## src/hw/lpm_pkg.sv

```systemverilog
package lpm_pkg;
  // ==========================================================
  // Power state encoding (Gray along run->suspend->standby->off)
  typedef enum logic [1:0] {
    LPM_RUN = 2'h0,
    LPM_SUSPEND = 2'h1,
    LPM_STANDBY = 2'h3,
    LPM_CORE_OFF = 2'h2
  } lpm_state_t;

  // Requested mode codes on the mode bus
  localparam logic [1:0] LPM_REQ_NONE = 2'h0;
  localparam logic [1:0] LPM_REQ_SUSPEND = 2'h1;
  localparam logic [1:0] LPM_REQ_STANDBY = 2'h2;
  localparam logic [1:0] LPM_REQ_CORE_OFF = 2'h3;

  // ==========================================================
  // Pad configuration codes
  localparam logic [1:0] LPM_PAD_HIZ = 2'h0;
  localparam logic [1:0] LPM_PAD_PULLUP = 2'h1;
  localparam logic [1:0] LPM_PAD_PULLDOWN = 2'h2;
  localparam logic [1:0] LPM_DRIVE_FULL = 2'h3;
  localparam logic [1:0] LPM_DRIVE_QUARTER = 2'h0;

  // Wake source bit positions
  localparam int LPM_WK_DP = 0;
  localparam int LPM_WK_DM = 1;
  localparam int LPM_WK_OTG = 2;
  localparam int LPM_WK_SUPERSPEED_RX_POS = 3;
  localparam int LPM_WK_VBUS = 4;
  localparam int LPM_WK_CTS = 5;
  localparam int LPM_WK_CTL0 = 6;
  localparam int LPM_WK_BITS = 7;

  // Standby only honours bus power, clear-to-send and control pin 0
  localparam logic [6:0] LPM_STANDBY_WAKE_MASK = 7'h70;
  localparam logic [6:0] LPM_SUSPEND_WAKE_MASK = 7'h7f;

  // Synchroniser depth and restart hold after wake
  localparam int LPM_SYNC_STAGES = 2;
  localparam logic [3:0] LPM_RESTART_CYCLES = 4'h4;
  localparam logic [1:0] LPM_RESET_VALUE = 2'h0;
endpackage : lpm_pkg

```

## src/hw/lpm_if.sv

```systemverilog
`timescale 1ns/100ps
`default_nettype none
// ============================================================
// Link between power controller and its requester
interface lpm_if;
  logic [1:0] req_mode;
  logic req_valid;
  logic req_idle;
  logic [1:0] cur_state;
  logic req_ack;
  logic wake_pulse;
  logic pc_reset;

  modport device (
    input req_mode, req_valid, req_idle,
    output cur_state, req_ack, wake_pulse, pc_reset
  );
  modport host (
    output req_mode, req_valid, req_idle,
    input cur_state, req_ack, wake_pulse, pc_reset
  );
endinterface : lpm_if
`default_nettype wire

```

## src/hw/lpm_ctrl.sv

```systemverilog
`timescale 1ns/100ps
`default_nettype none
module lpm_ctrl
  import lpm_pkg::*;
#(
  parameter int N_PINS = 8,
  parameter int N_IFACE = 2
) (
  input wire logic i_sys_clk,
  input wire logic i_rst_n,
  input wire logic i_usb_dp,
  input wire logic i_usb_dm,
  input wire logic i_otg_ident_change,
  input wire logic i_superspeed_rx_pos_resume,
  input wire logic i_vbus_detect,
  input wire logic i_uart_cts,
  input wire logic i_cts_active_high,
  input wire logic i_iface_ctrl_pin0,
  input wire logic [N_PINS-1:0] i_pin_out,
  input wire logic [N_PINS-1:0] i_pin_oe_n,
  input wire logic [2*N_PINS-1:0] i_pin_pull_cfg,
  input wire logic [2*N_IFACE-1:0] i_drive_cfg,
  output logic [N_PINS-1:0] o_pad_out,
  output logic [N_PINS-1:0] o_pad_oe_n,
  output logic [2*N_PINS-1:0] o_pad_pull,
  output logic [2*N_IFACE-1:0] o_pad_drive,
  output logic o_ss_phy_en,
  output logic o_usb_suspend,
  output logic o_usb_xcvr_en,
  output logic o_clk_gate_en,
  output logic o_pll_en,
  output logic o_xtal_en,
  output logic o_core_pwr_en,
  output logic o_buf_retain,
  output logic o_cfg_retain,
  lpm_if.device link
);
  lpm_state_t state;
  lpm_state_t next_state;
  logic [LPM_WK_BITS-1:0] wake_raw;
  logic [LPM_WK_BITS-1:0] wake_latch;
  logic [LPM_WK_BITS-1:0] wake_sync1;
  logic [LPM_WK_BITS-1:0] wake_sync2;
  logic dp_prev;
  logic dm_prev;
  logic wake_hit;
  logic [3:0] restart_cnt;
  logic low_power;

  // ==========================================================
  // Wake source decode
  function automatic logic [LPM_WK_BITS-1:0] wake_mask(input lpm_state_t s);
    case (s)
      LPM_SUSPEND: wake_mask = LPM_SUSPEND_WAKE_MASK;
      LPM_STANDBY: wake_mask = LPM_STANDBY_WAKE_MASK;
      default: wake_mask = '0;
    endcase
  endfunction : wake_mask

  // Raw events; line transitions compare with value held at entry
  always_comb begin
    wake_raw = '0;
    wake_raw[LPM_WK_DP] = i_usb_dp != dp_prev;
    wake_raw[LPM_WK_DM] = i_usb_dm != dm_prev;
    wake_raw[LPM_WK_OTG] = i_otg_ident_change;
    wake_raw[LPM_WK_SUPERSPEED_RX_POS] = i_superspeed_rx_pos_resume;
    wake_raw[LPM_WK_VBUS] = i_vbus_detect;
    wake_raw[LPM_WK_CTS] = i_uart_cts == i_cts_active_high;
    wake_raw[LPM_WK_CTL0] = i_iface_ctrl_pin0;
  end

  // ==========================================================
  // Latch stands in for the clockless detector: it captures the
  // event, then a two-stage synchroniser hands it to the restarted
  // clock, so a glitch shorter than the restart is never lost.
  always_ff @(posedge i_sys_clk or negedge i_rst_n) begin
    if (!i_rst_n) begin
      wake_latch <= '0;
    end else if (!low_power) begin
      wake_latch <= '0;
    end else begin
      wake_latch <= wake_latch | (wake_raw & wake_mask(state));
    end
  end

  always_ff @(posedge i_sys_clk or negedge i_rst_n) begin
    if (!i_rst_n) begin
      wake_sync1 <= '0;
      wake_sync2 <= '0;
    end else begin
      wake_sync1 <= wake_latch;
      wake_sync2 <= wake_sync1;
    end
  end

  assign wake_hit = |wake_sync2;
  assign low_power = state == LPM_SUSPEND || state == LPM_STANDBY;

  // Line levels captured at entry for transition detection
  always_ff @(posedge i_sys_clk or negedge i_rst_n) begin
    if (!i_rst_n) begin
      dp_prev <= 1'b0;
      dm_prev <= 1'b0;
    end else if (!low_power) begin
      dp_prev <= i_usb_dp;
      dm_prev <= i_usb_dm;
    end
  end

  // ==========================================================
  // State machine; wake exits suspend and standby, reset is the only exit from core off
  always_comb begin
    next_state = state;
    case (state)
      LPM_RUN: begin
        if (link.req_valid && link.req_idle) begin
          case (link.req_mode)
            LPM_REQ_SUSPEND: next_state = LPM_SUSPEND;
            LPM_REQ_STANDBY: next_state = LPM_STANDBY;
            LPM_REQ_CORE_OFF: next_state = LPM_CORE_OFF;
            default: next_state = LPM_RUN;
          endcase
        end
      end
      LPM_SUSPEND: if (wake_hit) next_state = LPM_RUN;
      LPM_STANDBY: if (wake_hit) next_state = LPM_RUN;
      LPM_CORE_OFF: next_state = LPM_CORE_OFF;
      default: next_state = LPM_RUN;
    endcase
  end

  always_ff @(posedge i_sys_clk or negedge i_rst_n) begin
    if (!i_rst_n) begin
      state <= LPM_RUN;
    end else begin
      state <= next_state;
    end
  end

  // Core restart hold after standby; suspend exit keeps the PC
  always_ff @(posedge i_sys_clk or negedge i_rst_n) begin
    if (!i_rst_n) begin
      restart_cnt <= '0;
    end else if (state == LPM_STANDBY && wake_hit) begin
      restart_cnt <= LPM_RESTART_CYCLES;
    end else if (restart_cnt != '0) begin
      restart_cnt <= restart_cnt - 4'h1;
    end
  end

  // ==========================================================
  // Handshake outputs to requester
  always_ff @(posedge i_sys_clk or negedge i_rst_n) begin
    if (!i_rst_n) begin
      link.cur_state <= LPM_RESET_VALUE;
      link.req_ack <= 1'b0;
      link.wake_pulse <= 1'b0;
      link.pc_reset <= 1'b0;
    end else begin
      link.cur_state <= next_state;
      link.req_ack <= state == LPM_RUN && next_state != LPM_RUN;
      link.wake_pulse <= low_power && wake_hit;
      link.pc_reset <= (state == LPM_STANDBY && wake_hit) || restart_cnt > 4'h1;
    end
  end

  // ==========================================================
  // Power and clock controls, registered from next state
  always_ff @(posedge i_sys_clk or negedge i_rst_n) begin
    if (!i_rst_n) begin
      o_ss_phy_en <= 1'b1;
      o_usb_suspend <= 1'b0;
      o_usb_xcvr_en <= 1'b1;
      o_clk_gate_en <= 1'b1;
      o_pll_en <= 1'b1;
      o_xtal_en <= 1'b1;
      o_core_pwr_en <= 1'b1;
      o_buf_retain <= 1'b1;
      o_cfg_retain <= 1'b1;
    end else begin
      o_ss_phy_en <= next_state == LPM_RUN;
      o_usb_suspend <= next_state != LPM_RUN;
      o_clk_gate_en <= next_state == LPM_RUN;
      o_pll_en <= next_state == LPM_RUN;
      o_xtal_en <= next_state == LPM_RUN || next_state == LPM_SUSPEND;
      o_usb_xcvr_en <= next_state == LPM_RUN || next_state == LPM_SUSPEND;
      o_core_pwr_en <= next_state == LPM_RUN || next_state == LPM_SUSPEND;
      // Buffers survive suspend only; config survives both low states
      o_buf_retain <= next_state != LPM_STANDBY && next_state != LPM_CORE_OFF;
      o_cfg_retain <= next_state != LPM_CORE_OFF;
    end
  end

  // ==========================================================
  // Pads follow core values in run, freeze while low power.
  // Config is also frozen so a stray write cannot change pulls.
  always_ff @(posedge i_sys_clk or negedge i_rst_n) begin
    if (!i_rst_n) begin
      o_pad_out <= '0;
      o_pad_oe_n <= '1;
      o_pad_pull <= '0;
      o_pad_drive <= {N_IFACE{LPM_DRIVE_FULL}};
    end else if (next_state == LPM_RUN) begin
      o_pad_out <= i_pin_out;
      o_pad_oe_n <= i_pin_oe_n;
      o_pad_pull <= i_pin_pull_cfg;
      o_pad_drive <= i_drive_cfg;
    end else begin
      o_pad_out <= o_pad_out;
      o_pad_oe_n <= o_pad_oe_n;
      o_pad_pull <= o_pad_pull;
      o_pad_drive <= o_pad_drive;
    end
  end
endmodule : lpm_ctrl
`default_nettype wire

```

## src/flat_wrapper.sv

```systemverilog
// flat-port wrapper written by rule: the top's interface ports become plain ports
module lpm_ctrl_flat import lpm_pkg::*;
#(
  parameter int N_PINS = 8,
  parameter int N_IFACE = 2
)
  (i_sys_clk, i_rst_n, i_usb_dp, i_usb_dm, i_otg_ident_change, i_superspeed_rx_pos_resume, i_vbus_detect, i_uart_cts, i_cts_active_high, i_iface_ctrl_pin0, i_pin_out, i_pin_oe_n, i_pin_pull_cfg, i_drive_cfg, o_pad_out, o_pad_oe_n, o_pad_pull, o_pad_drive, o_ss_phy_en, o_usb_suspend, o_usb_xcvr_en, o_clk_gate_en, o_pll_en, o_xtal_en, o_core_pwr_en, o_buf_retain, o_cfg_retain, link_req_mode, link_req_valid, link_req_idle, link_cur_state, link_req_ack, link_wake_pulse, link_pc_reset);
  lpm_if link_i ();
  input wire logic i_sys_clk;
  input wire logic i_rst_n;
  input wire logic i_usb_dp;
  input wire logic i_usb_dm;
  input wire logic i_otg_ident_change;
  input wire logic i_superspeed_rx_pos_resume;
  input wire logic i_vbus_detect;
  input wire logic i_uart_cts;
  input wire logic i_cts_active_high;
  input wire logic i_iface_ctrl_pin0;
  input wire logic [N_PINS-1:0] i_pin_out;
  input wire logic [N_PINS-1:0] i_pin_oe_n;
  input wire logic [2*N_PINS-1:0] i_pin_pull_cfg;
  input wire logic [2*N_IFACE-1:0] i_drive_cfg;
  output logic [N_PINS-1:0] o_pad_out;
  output logic [N_PINS-1:0] o_pad_oe_n;
  output logic [2*N_PINS-1:0] o_pad_pull;
  output logic [2*N_IFACE-1:0] o_pad_drive;
  output logic o_ss_phy_en;
  output logic o_usb_suspend;
  output logic o_usb_xcvr_en;
  output logic o_clk_gate_en;
  output logic o_pll_en;
  output logic o_xtal_en;
  output logic o_core_pwr_en;
  output logic o_buf_retain;
  output logic o_cfg_retain;
  input wire logic [$bits(link_i.req_mode)-1:0] link_req_mode;
  input wire logic [$bits(link_i.req_valid)-1:0] link_req_valid;
  input wire logic [$bits(link_i.req_idle)-1:0] link_req_idle;
  output wire logic [$bits(link_i.cur_state)-1:0] link_cur_state;
  output wire logic [$bits(link_i.req_ack)-1:0] link_req_ack;
  output wire logic [$bits(link_i.wake_pulse)-1:0] link_wake_pulse;
  output wire logic [$bits(link_i.pc_reset)-1:0] link_pc_reset;
  assign link_i.req_mode = link_req_mode;
  assign link_i.req_valid = link_req_valid;
  assign link_i.req_idle = link_req_idle;
  assign link_cur_state = link_i.cur_state;
  assign link_req_ack = link_i.req_ack;
  assign link_wake_pulse = link_i.wake_pulse;
  assign link_pc_reset = link_i.pc_reset;
  lpm_ctrl #(.N_PINS(N_PINS), .N_IFACE(N_IFACE)) u_core (.i_sys_clk(i_sys_clk), .i_rst_n(i_rst_n), .i_usb_dp(i_usb_dp), .i_usb_dm(i_usb_dm), .i_otg_ident_change(i_otg_ident_change), .i_superspeed_rx_pos_resume(i_superspeed_rx_pos_resume), .i_vbus_detect(i_vbus_detect), .i_uart_cts(i_uart_cts), .i_cts_active_high(i_cts_active_high), .i_iface_ctrl_pin0(i_iface_ctrl_pin0), .i_pin_out(i_pin_out), .i_pin_oe_n(i_pin_oe_n), .i_pin_pull_cfg(i_pin_pull_cfg), .i_drive_cfg(i_drive_cfg), .o_pad_out(o_pad_out), .o_pad_oe_n(o_pad_oe_n), .o_pad_pull(o_pad_pull), .o_pad_drive(o_pad_drive), .o_ss_phy_en(o_ss_phy_en), .o_usb_suspend(o_usb_suspend), .o_usb_xcvr_en(o_usb_xcvr_en), .o_clk_gate_en(o_clk_gate_en), .o_pll_en(o_pll_en), .o_xtal_en(o_xtal_en), .o_core_pwr_en(o_core_pwr_en), .o_buf_retain(o_buf_retain), .o_cfg_retain(o_cfg_retain), .link(link_i));
endmodule
```

## config.mk

```make
export PLATFORM = sky130hd
export DESIGN_NAME = lpm_ctrl_flat
export DESIGN_NICKNAME = d
export VERILOG_FILES = /design/src/hw/lpm_pkg.sv /design/src/hw/lpm_if.sv /design/src/hw/lpm_ctrl.sv /design/src/flat_wrapper.sv
export SDC_FILE = /design/constraint.sdc
export NUM_CORES = 1
export LEC_CHECK = 0
export ABC_CLOCK_PERIOD_IN_PS = 3700
export BUFFER_PORTS_ARGS = -buffer_cell sky130_fd_sc_hd__buf_2
export CAP_MARGIN = 25
export CORE_AREA = 2 2 90 83
export CTS_CLUSTER_DIAMETER = 50
export DETAILED_ROUTE_END_ITERATION = 7
export DIE_AREA = 0 0 92 85
export PLACE_DENSITY = 0.67
export SLEW_MARGIN = 20
export SYNTH_ARGS = -nofsm -noshare
export SYNTH_HDL_FRONTEND = slang
export SYNTH_SLANG_ARGS = --single-unit
export TNS_END_PERCENT = 1
```

## constraint.sdc

```tcl
create_clock -name i_sys_clk -period 3.7 [get_ports i_sys_clk]
set_input_delay 0.37 -clock i_sys_clk [delete_from_list [all_inputs] [get_ports i_sys_clk]]
set_output_delay 0.37 -clock i_sys_clk [all_outputs]
set_load 0.01 [all_outputs]
```

# Yosys cells after proc, flatten, opt, wreduce, memory -nomap -nowiden

Index checks and enable logic that the tools add are counted.

$add $sub $neg: 1
Magnitude comparators: 1
Eq/ne operators: 12
Multiplexer cells: 9
Bitwise logic cells: 2
Reduce and logical (&&, ||, !) cells: 15

Operators with widths:

| cell                                                 | number |
|---|---|
| 2-to-1 mux 7 bit                                     | 2 |
| case mux 7 bit (2 select lines)                      | 1 |
| case mux 2 bit (3 select lines)                      | 2 |
| equality test 2 bit (second input constant)          | 4 |
| 2-to-1 mux 4 bit                                     | 2 |
| bitwise AND 7 bit                                    | 1 |
| OR 7 bit                                             | 1 |
| OR reduction 7 bit                                   | 1 |
| equality test 2 x 1 -> 1 bit (second input constant) | 3 |
| logical AND 1 bit                                    | 5 |
| > comparator 4 x 1 -> 1 bit (second input constant)  | 1 |
| zero test 2 bit                                      | 2 |
| 2-to-1 mux 2 bit                                     | 2 |
| inequality test 2 bit (second input constant)        | 2 |
| nonzero test 2 bit                                   | 2 |
| nonzero test 4 bit                                   | 1 |
| subtractor 4 x 1 -> 4 bit (second input constant)    | 1 |
| logical OR 1 bit                                     | 3 |
| inequality test 1 bit                                | 2 |
| OR reduction 2 bit                                   | 1 |
| equality test 1 bit                                  | 1 |

Register bits after elaboration: 73
Input bits: 50
Output and inout port bits: 50
Word-level logic and storage cells: 59

# Depth between registers and ports, before layout

Gate-level depths: netlist of the first run.

Depth in word-level cells: 6
Depth in mapped cells: 8
Depth with buffers taken out: 6

# Worst setup path after synthesis of the first run

No wires, ideal clock.

Kind: register to register
Start: register u_core.wake_sync2[2]
End: register u_core.o_pad_out[0]
Arrival time: 1.915 ns
Path slack: 1.660 ns
Cell stages (with the launch flop): 7
Cell sequence: dfrtp_1 or4_4 o41ai_4 a211oi_1 buf_4 buf_6 mux2_4

Word-level cells in the longest chain between the ends: 4

Ends and longest elaborated chain:

| element                         | line                             | RTL |
|---|---|---|
| start: declaration              | lpm_ctrl.sv:43                   | `logic [LPM_WK_BITS-1:0] wake_sync2;` |
| start signal: assignment        | lpm_ctrl.sv:92                   | `wake_sync2 <= wake_sync1;` |
| OR reduction 7 bit              | lpm_ctrl.sv:96                   | `assign wake_hit = \|wake_sync2;` |
| 2-to-1 mux 2 bit                | lpm_ctrl.sv:125, lpm_ctrl.sv:126 |  |
| case mux 2 bit (3 select lines) | lpm_ctrl.sv:114                  | `case (state)` |
| zero test 2 bit                 | lpm_ctrl.sv:203                  | `end else if (next_state == LPM_RUN) begin` |
| end signal: assignment          | lpm_ctrl.sv:204                  | `o_pad_out <= i_pin_out;` |
| end signal: assignment          | lpm_ctrl.sv:209                  | `o_pad_out <= o_pad_out;` |
| end: declaration                | lpm_ctrl.sv:23                   | `output logic [N_PINS-1:0] o_pad_out,` |

No other way between the ends.
A chain may end at the register's enable or synchronous reset.

# Worst setup path in the final report of the first run

Start: register u_core.state[0]
End: register u_core.o_pad_out[6]

Word-level cells in the longest chain between the ends: 4

Ends and longest elaborated chain:

| element                                                                    | line            | RTL |
|---|---|---|
| start: declaration                                                         | lpm_ctrl.sv:38  | `lpm_state_t state;` |
| start signal: assignment                                                   | lpm_ctrl.sv:136 | `state <= next_state;` |
| equality test 2 bit / equality test 2 x 1 -> 1 bit (equally long branches) | lpm_ctrl.sv:114 |  |
| OR reduction 2 bit (no line)                                               | -               |  |
| case mux 2 bit (3 select lines) (*)                                        | lpm_ctrl.sv:114 |  |
| named net u_core.next_state[0]                                             | lpm_ctrl.sv:39  | `lpm_state_t next_state;` |
| zero test 2 bit (*)                                                        | lpm_ctrl.sv:203 |  |

The timed path passes the listed nets; every way through them passes the cells marked *.

==> results of run 1 <==
## final cells by class
| type | count | area [µm²] | area share (%) |
|---|---|---|---|
| sequential | 73 | 1850 | 51.7 |
| multi-input combinational | 86 | 832 | 23.3 |
| timing repair buffer | 102 | 518 | 14.5 |
| clock buffer | 10 | 128 | 3.57 |
| tap | 93 | 116 | 3.26 |
| clock inverter | 6 | 108 | 3.01 |
| inverter | 7 | 26.3 | 0.735 |
## metal layers
layer  vias to the layer above  share of wire, %  GRT usage, %  wire length, µm
met4                         0               1.3          6.11               62
met5                         -                 0             0                0
met1                       846                45          16.4             2150
met2                        74                43          19.4             2050
met3                         6                10          5.15              484
li1                        805                 -             -                -
## path summary, 6_finish.rpt
kind                                      start               endpoint  slack [ns]  cells past startpoint
setup / recovery                u_core.state[0]    u_core.o_pad_out[6]        1.43                      5
hold / removal                          i_rst_n  u_core.o_pad_pull[15]        0.05                      1
setup reg to reg                u_core.state[0]    u_core.o_pad_out[6]        1.43                      5
hold reg to reg            u_core.wake_sync1[5]   u_core.wake_sync2[5]        0.35                      0
max in group asynchronous               i_rst_n   u_core.o_pad_oe_n[4]        2.64                      2
min in group i_sys_clk            i_vbus_detect   u_core.wake_latch[4]        0.25                      2
## report_power, final
| part | switching [mW] | internal, mW |
|---|---|---|
| Clock | 0.288 | 0.446 |
| Combinational | 0.545 | 0.644 |
| Sequential | 0.191 | 1.19 |
## Yosys cell counts (all sizes together) (2+ instances only)
cell type	n	area (µm²)
nor3	2	10.0
or4	2	18.8
mux2	38	454
ha	5	62.6
o211ai	2	15.0
nor2b	2	12.5
inv	7	26.3
clkbuf	2	7.51
dfrtp	57	1430
o21a	7	52.6
xnor2	4	35.0
a21oi	3	15.0
nor2	7	26.3
dfstp	16	420
buf	8	58.8
nand2	2	7.51
a211oi	2	15.0
## registers in the layout, summed over array words and instances (netlist names)
register / cells
u_core.o_ss_phy_en: 1
u_core.o_cfg_retain: 1
u_core.o_pad_out: 8
u_core.wake_latch: 7
u_core.link.req_ack: 1
u_core.o_usb_suspend: 1
u_core.wake_sync2: 7
u_core.state: 2
u_core.restart_cnt: 4
u_core.link.wake_pulse: 1
u_core.o_pad_oe_n: 8
u_core.o_usb_xcvr_en: 1
u_core.o_pad_pull: 16
u_core.dp_prev: 1
u_core.dm_prev: 1
u_core.wake_sync1: 7
u_core.o_buf_retain: 1
u_core.link.pc_reset: 1
u_core.o_pad_drive: 4
## kinds of logic after synthesis
family          count (synthesis)  synth area share [%]
compound gates                 16                  4.90
xor+xnor                        4                  1.27
fa+ha+maj                       5                  2.27
buf+inv                        17                  3.36
flops                          73                  66.9
mux                            38                  16.5
simple gates                   23                  4.81
## per-stage QoR
step,power [mW],hold WS [ns],std cells,utilization [%]
after global placement,2.58,0.332,361,48.4
final,3.30,0.0537,377,51.9
after global routing,3.52,0.106,377,51.9
after detailed placement,2.61,0.335,361,48.4
after floorplan,2.21,0.0744,176,-
after CTS,3.36,0.0646,377,51.9
==> flow_summary.toml, run 1 <==
[cells_and_area]
layout_common_cells = "buf_2, dfrtp_1, mux2_2"
diodes = 0
area_delta_synth_final_pct = 29.6
layout_commonest_cell = "buf_2"
fillCellCount = 603
drive_gt1_share_pct = 61.3
fin_nets = 334
fin_area_um2 = 3570

[detailed_routing]
drt_wl_total_um = 4740
drt_iter0_drc = 57
routedWlPerCell_um = 12.6
drc = 0
routed-via-count = 1731
routed_via_density = 4.59
ant_nets = 0
dr.pass1.iters = 4

[placed_design]
portBuffers = 99
dp_slack_ns = 1.41
gp_congestion = 0.687
placed_cell_area_um2 = 3340
dp_hpwl_um = 3340

[cts]
post_cts_resized = 0
cts_root_buf = "clkbuf_8"
cts_buffers = 9
cts_tree = "done"
clock_latency_ns = 0.34
post-cts-setup-buffers = 0
cts.sinks = 73
path_clk_slew_ns = 0.08
clock_path_buffers = 2
h-tree-depth = 3
hold_buffers = 0

[floorplan]
ios = 100
die_y_um = 85
start_util_pct = 40.0
num_rows = 29
coreArea_um2 = 6890
dieArea_um2 = 7820
fp.dieW_um = 92

[grt]
grt_max_degree = 44
grt_pass1_wl_um = 7820
grtUsageTotal_pct = 12.9
antenna_found_initial = 0
grt_pass1_vias = 1739
globalRoute.totalOverflow = 0

[worst_setup_path]
critPathArrivalTime_ns = 2.49
required_ns = 3.92
cp_top_family = "flip-flops"
end_kind = "register"
crit_chain = "or4b_1, a2bb2o_1, a211oi_4, buf_4, mux2_1"
slowest_stage = "dfrtp_1"
crit_path_max_incr_delay_ns = 0.71
cp_num_buf_inv = 1
crit_fanout = 18
path_class = "register to register"
startpoint_type = "register"

[yosys]
ys.flop_type = "dfrtp_1"
ys_types = 32
ys_seq_elements = 73
synth_area_um2 = 2760
seq_area_frac_synth_pct = 66.9
syn_nets = 231
synth.avg_cell_area_um2 = 15.7
synth_edf_count = 0
synth-async-reset-ratio_pct = 100
postSynthCellCount = 176
yosys_warnings = 0

[sta]
hold_viol = 0
slew_violations = 0
finalSetupViolations = 0
clock.fmax_mhz = 441
fin_skew_ns = 0.00651
final.min_clock_period_ns = 2.27
tightest_slew_ns = 0.657
post-route-period-util_pct = 61.3
max_slew_margin_pct = 56.2
tns_ns = 0
setup_slack_ns = 1.43
rsz0062_at_grt = "false"

[power_and_ir_drop]
powerDensity_nw_per_um2 = 924
ir_drop_uv = 421
leakage_nw = 1.77

[hold_path]
hold_path_class = "input pin to async pin"

[run_status]
status = "finished, final reports clean"

[flow_run]
drv_cap = 0
Power figures use the tool's default switching activity.
==> run 2, diff against run 1 <==
Settings changed: ABC_CLOCK_PERIOD_IN_PS 3700 to 2350.
Clock period 3.7 ns to 2.35 ns, I/O delays scaled along.
==> run 2 against run 1 <==
Die area is the same. Via count is 2.3% lower. Hold slack gained 0.064 ns. Cell count grew 1.1%. Global-route usage decreased by 0.069 points. Largest cell class unchanged. Largest power group unchanged.
==> flow_summary.toml, run 2 (synthesized netlist as in run 1, its figures left out) <==
[run_status]
status = "finished, final reports clean"

[sta]
slew_violations = 0
rsz0062_at_grt = "false"
post-route-period-util_pct = 88.4
tns_ns = 0
fin_skew_ns = 0.00945
max_slew_margin_pct = 72.7
setup_slack_ns = 0.273
hold_viol = 0
tightest_slew_ns = 0.408
final.min_clock_period_ns = 2.08
finalSetupViolations = 0
clock.fmax_mhz = 481

[cts]
clock_path_buffers = 2
cts_root_buf = "clkbuf_8"
clock_latency_ns = 0.33
post-cts-setup-buffers = 0
path_clk_slew_ns = 0.07
cts_tree = "done"
h-tree-depth = 3
cts_buffers = 9
cts.sinks = 73

[grt]
grtUsageTotal_pct = 12.8
grt_pass1_vias = 1718
antenna_found_initial = 0
globalRoute.totalOverflow = 0
grt_pass1_wl_um = 7790
grt_max_degree = 74

[placed_design]
portBuffers = 99
dp_slack_ns = 0.252
gp_congestion = 0.719
placed_cells = 364
dp_hpwl_um = 3300

[floorplan]
start_util_pct = 40.0
ios = 100
die_y_um = 85
dieArea_um2 = 7820
fp.dieW_um = 92
num_rows = 29
coreArea_um2 = 6890

[power_and_ir_drop]
finalPower_mw = 5.01
powerDensity_nw_per_um2 = 1400
ir_drop_uv = 693
leakage_nw = 1.78

[detailed_routing]
drt_wl_total_um = 4700
dr.pass1.iters = 2
ant_nets = 0
routedWlPerCell_um = 12.3
drt_iter0_drc = 65
routed-via-count = 1692
drc = 0
routed_via_density = 4.44

[cells_and_area]
fillCellCount = 615
drive_gt1_share_pct = 61.1
layout_common_cells = "buf_2, dfrtp_1, mux2_2"
top_register = "u_core.o_pad_pull"
area_delta_synth_final_pct = 29.6
layout_commonest_cell = "buf_2"
largest_reg_flops = 16
fin_nets = 338
finalNonFillerCells = 381
biggestRegsByFlops = "u_core.o_pad_pull: 16 flops, u_core.o_pad_oe_n: 8 flops, u_core.o_pad_out: 8 flops"
diodes = 0

[worst_setup_path]
slowest_stage = "or4_4"
crit_fanout = 25
crit_path_max_incr_delay_ns = 0.55
end_kind = "register"
crit_chain = "or4_4, o41ai_4, a211oi_4, buf_4, mux2_4"
r2r_cells = 5
critPathArrivalTime_ns = 2.30
path_class = "register to register"
startpoint_type = "register"
required_ns = 2.57

[hold_path]
min_path_cells = 2
hold_path_class = "input pin to register"

[flow_run]
drv_cap = 0
## run 2: cell types whose count changed in the layout (fill, tap and decap cells not counted), sizes merged
cell | previous run | this run
bufinv | 3 | 1
clkinv | 2 | 3
buf | 102 | 105
clkbuf | 10 | 12
dlygate4sd3 | 0 | 1
clkinvlp | 1 | 0
## run 2: what timing repair did
action                                 CTS  global route
hold buffers                             1             0
endpoints found under the hold margin   57             0
resized for setup                        0             0
## run 2: per-stage QoR
stage / util (%) / instance area [µm²] / hold WS [ns]
2_1_floorplan: - / 2760 / -0.0606
3_3_place_gp: 48.9 / 3370 / 0.290
3_5_place_dp: 48.9 / 3370 / 0.295
4_1_cts: 51.9 / 3570 / 0.106
5_1_grt: 51.9 / 3570 / 0.103
6_report: 51.9 / 3570 / 0.118
## run 2: per-layer routing
metal  vias to the layer above  global-route usage (%)  share of wire [%]  routed length, µm
met2                        73                    18.7                 43               2020
met1                       800                    17.0                 46               2170
met4                         0                    5.29               0.87                 41
li1                        815                       -                  -                  -
met5                         -                       0                  0                  0
met3                         4                    5.33                9.9                467
## run 2: where the power goes
group	switching, mW	total, mW	internal, mW
clock network	0.425	0.940	0.515
logic	0.912	1.95	1.04
registers	0.250	2.12	1.87
total	1.59	5.01	3.43
## run 2: worst max-delay path, delay by kind of cell, from the launching register on
family | cells | cell delay, ns
AO/OA/AOI/OAI | 2 | 0.47
buffers and inverters | 1 | 0.25
flip-flops | 1 | 0.36
multiplexers | 1 | 0.32
AND/OR/NAND/NOR | 1 | 0.55
## run 2: cell type report
class | count | area [µm²] | area share [%]
Inverter | 7 | 26.3 | 0.735
Clock buffer | 12 | 145 | 4.06
Tap cell | 93 | 116 | 3.26
Timing Repair Buffer | 106 | 563 | 15.8
Clock inverter | 4 | 45.0 | 1.26
Multi-Input combinational cell | 86 | 832 | 23.3
Sequential cell | 73 | 1850 | 51.7
## run 2: final timing paths
path                                      startpoint                     to  slack (ns)
worst min register to register  u_core.wake_sync1[1]   u_core.wake_sync2[1]        0.35
max in group asynchronous                    i_rst_n   u_core.o_pad_oe_n[5]        1.55
worst min-delay path                   i_vbus_detect   u_core.wake_latch[4]        0.12
worst max-delay path            u_core.wake_sync2[2]    u_core.o_pad_out[1]        0.27
min in group asynchronous                    i_rst_n  u_core.o_pad_pull[15]        0.43
worst max register to register  u_core.wake_sync2[2]    u_core.o_pad_out[1]        0.27
==> run 3, diff against run 2 <==
Settings changed: CORE_AREA 2 2 90 83 to 2 2 83 77, DIE_AREA 0 0 92 85 to 0 0 85 79, GPL_TIMING_DRIVEN from default to 0, PLACE_DENSITY 0.67 to 0.77.
==> run 3 against run 2 <==
Clock power rose by 12%. Cell area grew 0.73%. Clock skew about the same. Sequential share of layout area down 0.38 points. Combinational power increased by 3%. Clock-buffer cell count shrank 3. Die area decreased by 14%.
==> flow_summary.toml, run 3 (synthesized netlist as in run 1, its figures left out) <==
[sta]
post-route-period-util_pct = 94.3
setup_slack_ns = 0.134
rsz0062_at_grt = "false"
finalSetupViolations = 0
hold_slack_ns = 0.116
clock.fmax_mhz = 451
tns_ns = 0
slew_violations = 0
max_slew_margin_pct = 68.4
tightest_slew_ns = 0.473
fin_skew_ns = 0.00952
hold_viol = 0
final.min_clock_period_ns = 2.22

[worst_setup_path]
end_kind = "register"
critPathArrivalTime_ns = 2.44
path_class = "register to register"
required_ns = 2.57
startpoint_type = "register"
crit_fanout = 10

[cells_and_area]
biggestRegsByFlops = "u_core.o_pad_pull: 16 flops, u_core.o_pad_oe_n: 8 flops, u_core.o_pad_out: 8 flops"
layout_common_cells = "buf_2, dfrtp_1, mux2_2"
layout_commonest_cell = "buf_2"
diodes = 0
drive_gt1_share_pct = 61.8
area_delta_synth_final_pct = 30.5
fin_nets = 343
largest_reg_flops = 16
fin_area_um2 = 3600
finalNonFillerCells = 365
fin_util_pct = 60.9
top_register = "u_core.o_pad_pull"

[detailed_routing]
routed-via-count = 1695
drt_wl_total_um = 4770
ant_nets = 0
routedWlPerCell_um = 13.1
dr.pass1.iters = 4
drc = 0
drt_iter0_drc = 26
routed_via_density = 4.64

[cts]
cts.sinks = 73
cts_buffers = 9
path_clk_slew_ns = 0.07
clock_path_buffers = 2
clock_latency_ns = 0.34
post-cts-setup-buffers = 0
h-tree-depth = 3
cts_tree = "done"
cts_root_buf = "clkbuf_8"

[floorplan]
ios = 100
die_y_um = 79
num_rows = 27
start_util_pct = 46.7
coreArea_um2 = 5910
fp.dieW_um = 85
dieArea_um2 = 6720

[placed_design]
gp_congestion = 0.751
placed_cells = 348
placed_cell_area_um2 = 3370
dp_hpwl_um = 3550
dp_slack_ns = 0.0922
portBuffers = 99

[flow_run]
drv_cap = 0

[grt]
antenna_found_initial = 0
grt_max_degree = 39
grt_pass1_wl_um = 7770
globalRoute.totalOverflow = 0
grtUsageTotal_pct = 15.2
grt_pass1_vias = 1708

[power_and_ir_drop]
switching_power_mw = 1.64
finalPower_mw = 5.19
switching_share_pct = 31.6
leakage_nw = 1.80
p_int_mw = 3.55
combPwrFrac_pct = 38.6
ir_drop_uv = 771
clkPwrFrac_pct = 20.3
powerDensity_nw_per_um2 = 1440
p_seq_share_pct = 41.1

[hold_path]
hold_path_class = "input pin to register"

[run_status]
status = "finished, final reports clean"
run 3: cell types whose count changed in the layout (fill, tap and decap cells not counted), sizes merged:
cell	before	now
buf	105	108
bufinv	1	2
clkbuf	12	11
clkinv	3	4
clkinvlp	0	1
run 3: layer usage:
layer  part of all wire, %  track usage, %
met2                    46            23.4
met3                   7.7            4.68
met1                    43            18.9
met5                     0               0
met4                   2.6            9.05
run 3: timing repair:
| item | CTS | global route |
|---|---|---|
| hold endpoints to repair | 31 | 0 |
| gates resized for setup | 0 | 1 |
| hold buffers | 1 | 0 |
| endpoints found under the setup margin | 0 | 6 |
run 3: final timing paths:
path	endpoint	cells after the start	slack [ns]	start
setup / recovery	u_core.o_pad_out[3]	6	0.13	u_core.wake_sync2[2]
hold / removal	u_core.wake_latch[4]	2	0.12	i_vbus_detect
setup reg to reg	u_core.o_pad_out[3]	6	0.13	u_core.wake_sync2[2]
hold reg to reg	u_core.wake_sync2[5]	0	0.35	u_core.wake_sync1[5]
max in group asynchronous	u_core.o_pad_drive[3]	3	1.33	i_rst_n
min in group asynchronous	u_core.wake_latch[3]	2	0.41	i_rst_n
run 3: power by group through the flow:
| stage | sequential [mW] | combinational [mW] | clock [mW] |
|---|---|---|---|
| after floorplan | 2.34 | 1.15 | 0 |
| after global placement | 2.13 | 1.98 | 0 |
| after detailed placement | 2.15 | 2.04 | 0 |
| after CTS | 2.14 | 2.04 | 1.08 |
| after global routing | 2.21 | 2.19 | 1.14 |
| final | 2.13 | 2.00 | 1.05 |
run 3: critical path, stage by stage, from the launching register on:
cell,delay [ns]
dfrtp_1,0.36
or4_4,0.56
o41ai_4,0.34
a211oi_2,0.16
buf_4,0.22
buf_6,0.16
mux2_4,0.30
run 3: layout make-up:
cell class,count,area (µm²)
inverters,7,26.3
plain buffers,10,66.3
fillers,478,2310
clock buffers,9,124
multi-input cells,86,825
repair buffers,101,528
flip-flops and latches,73,1850
clock inverters,7,95.1
well taps,72,90.1
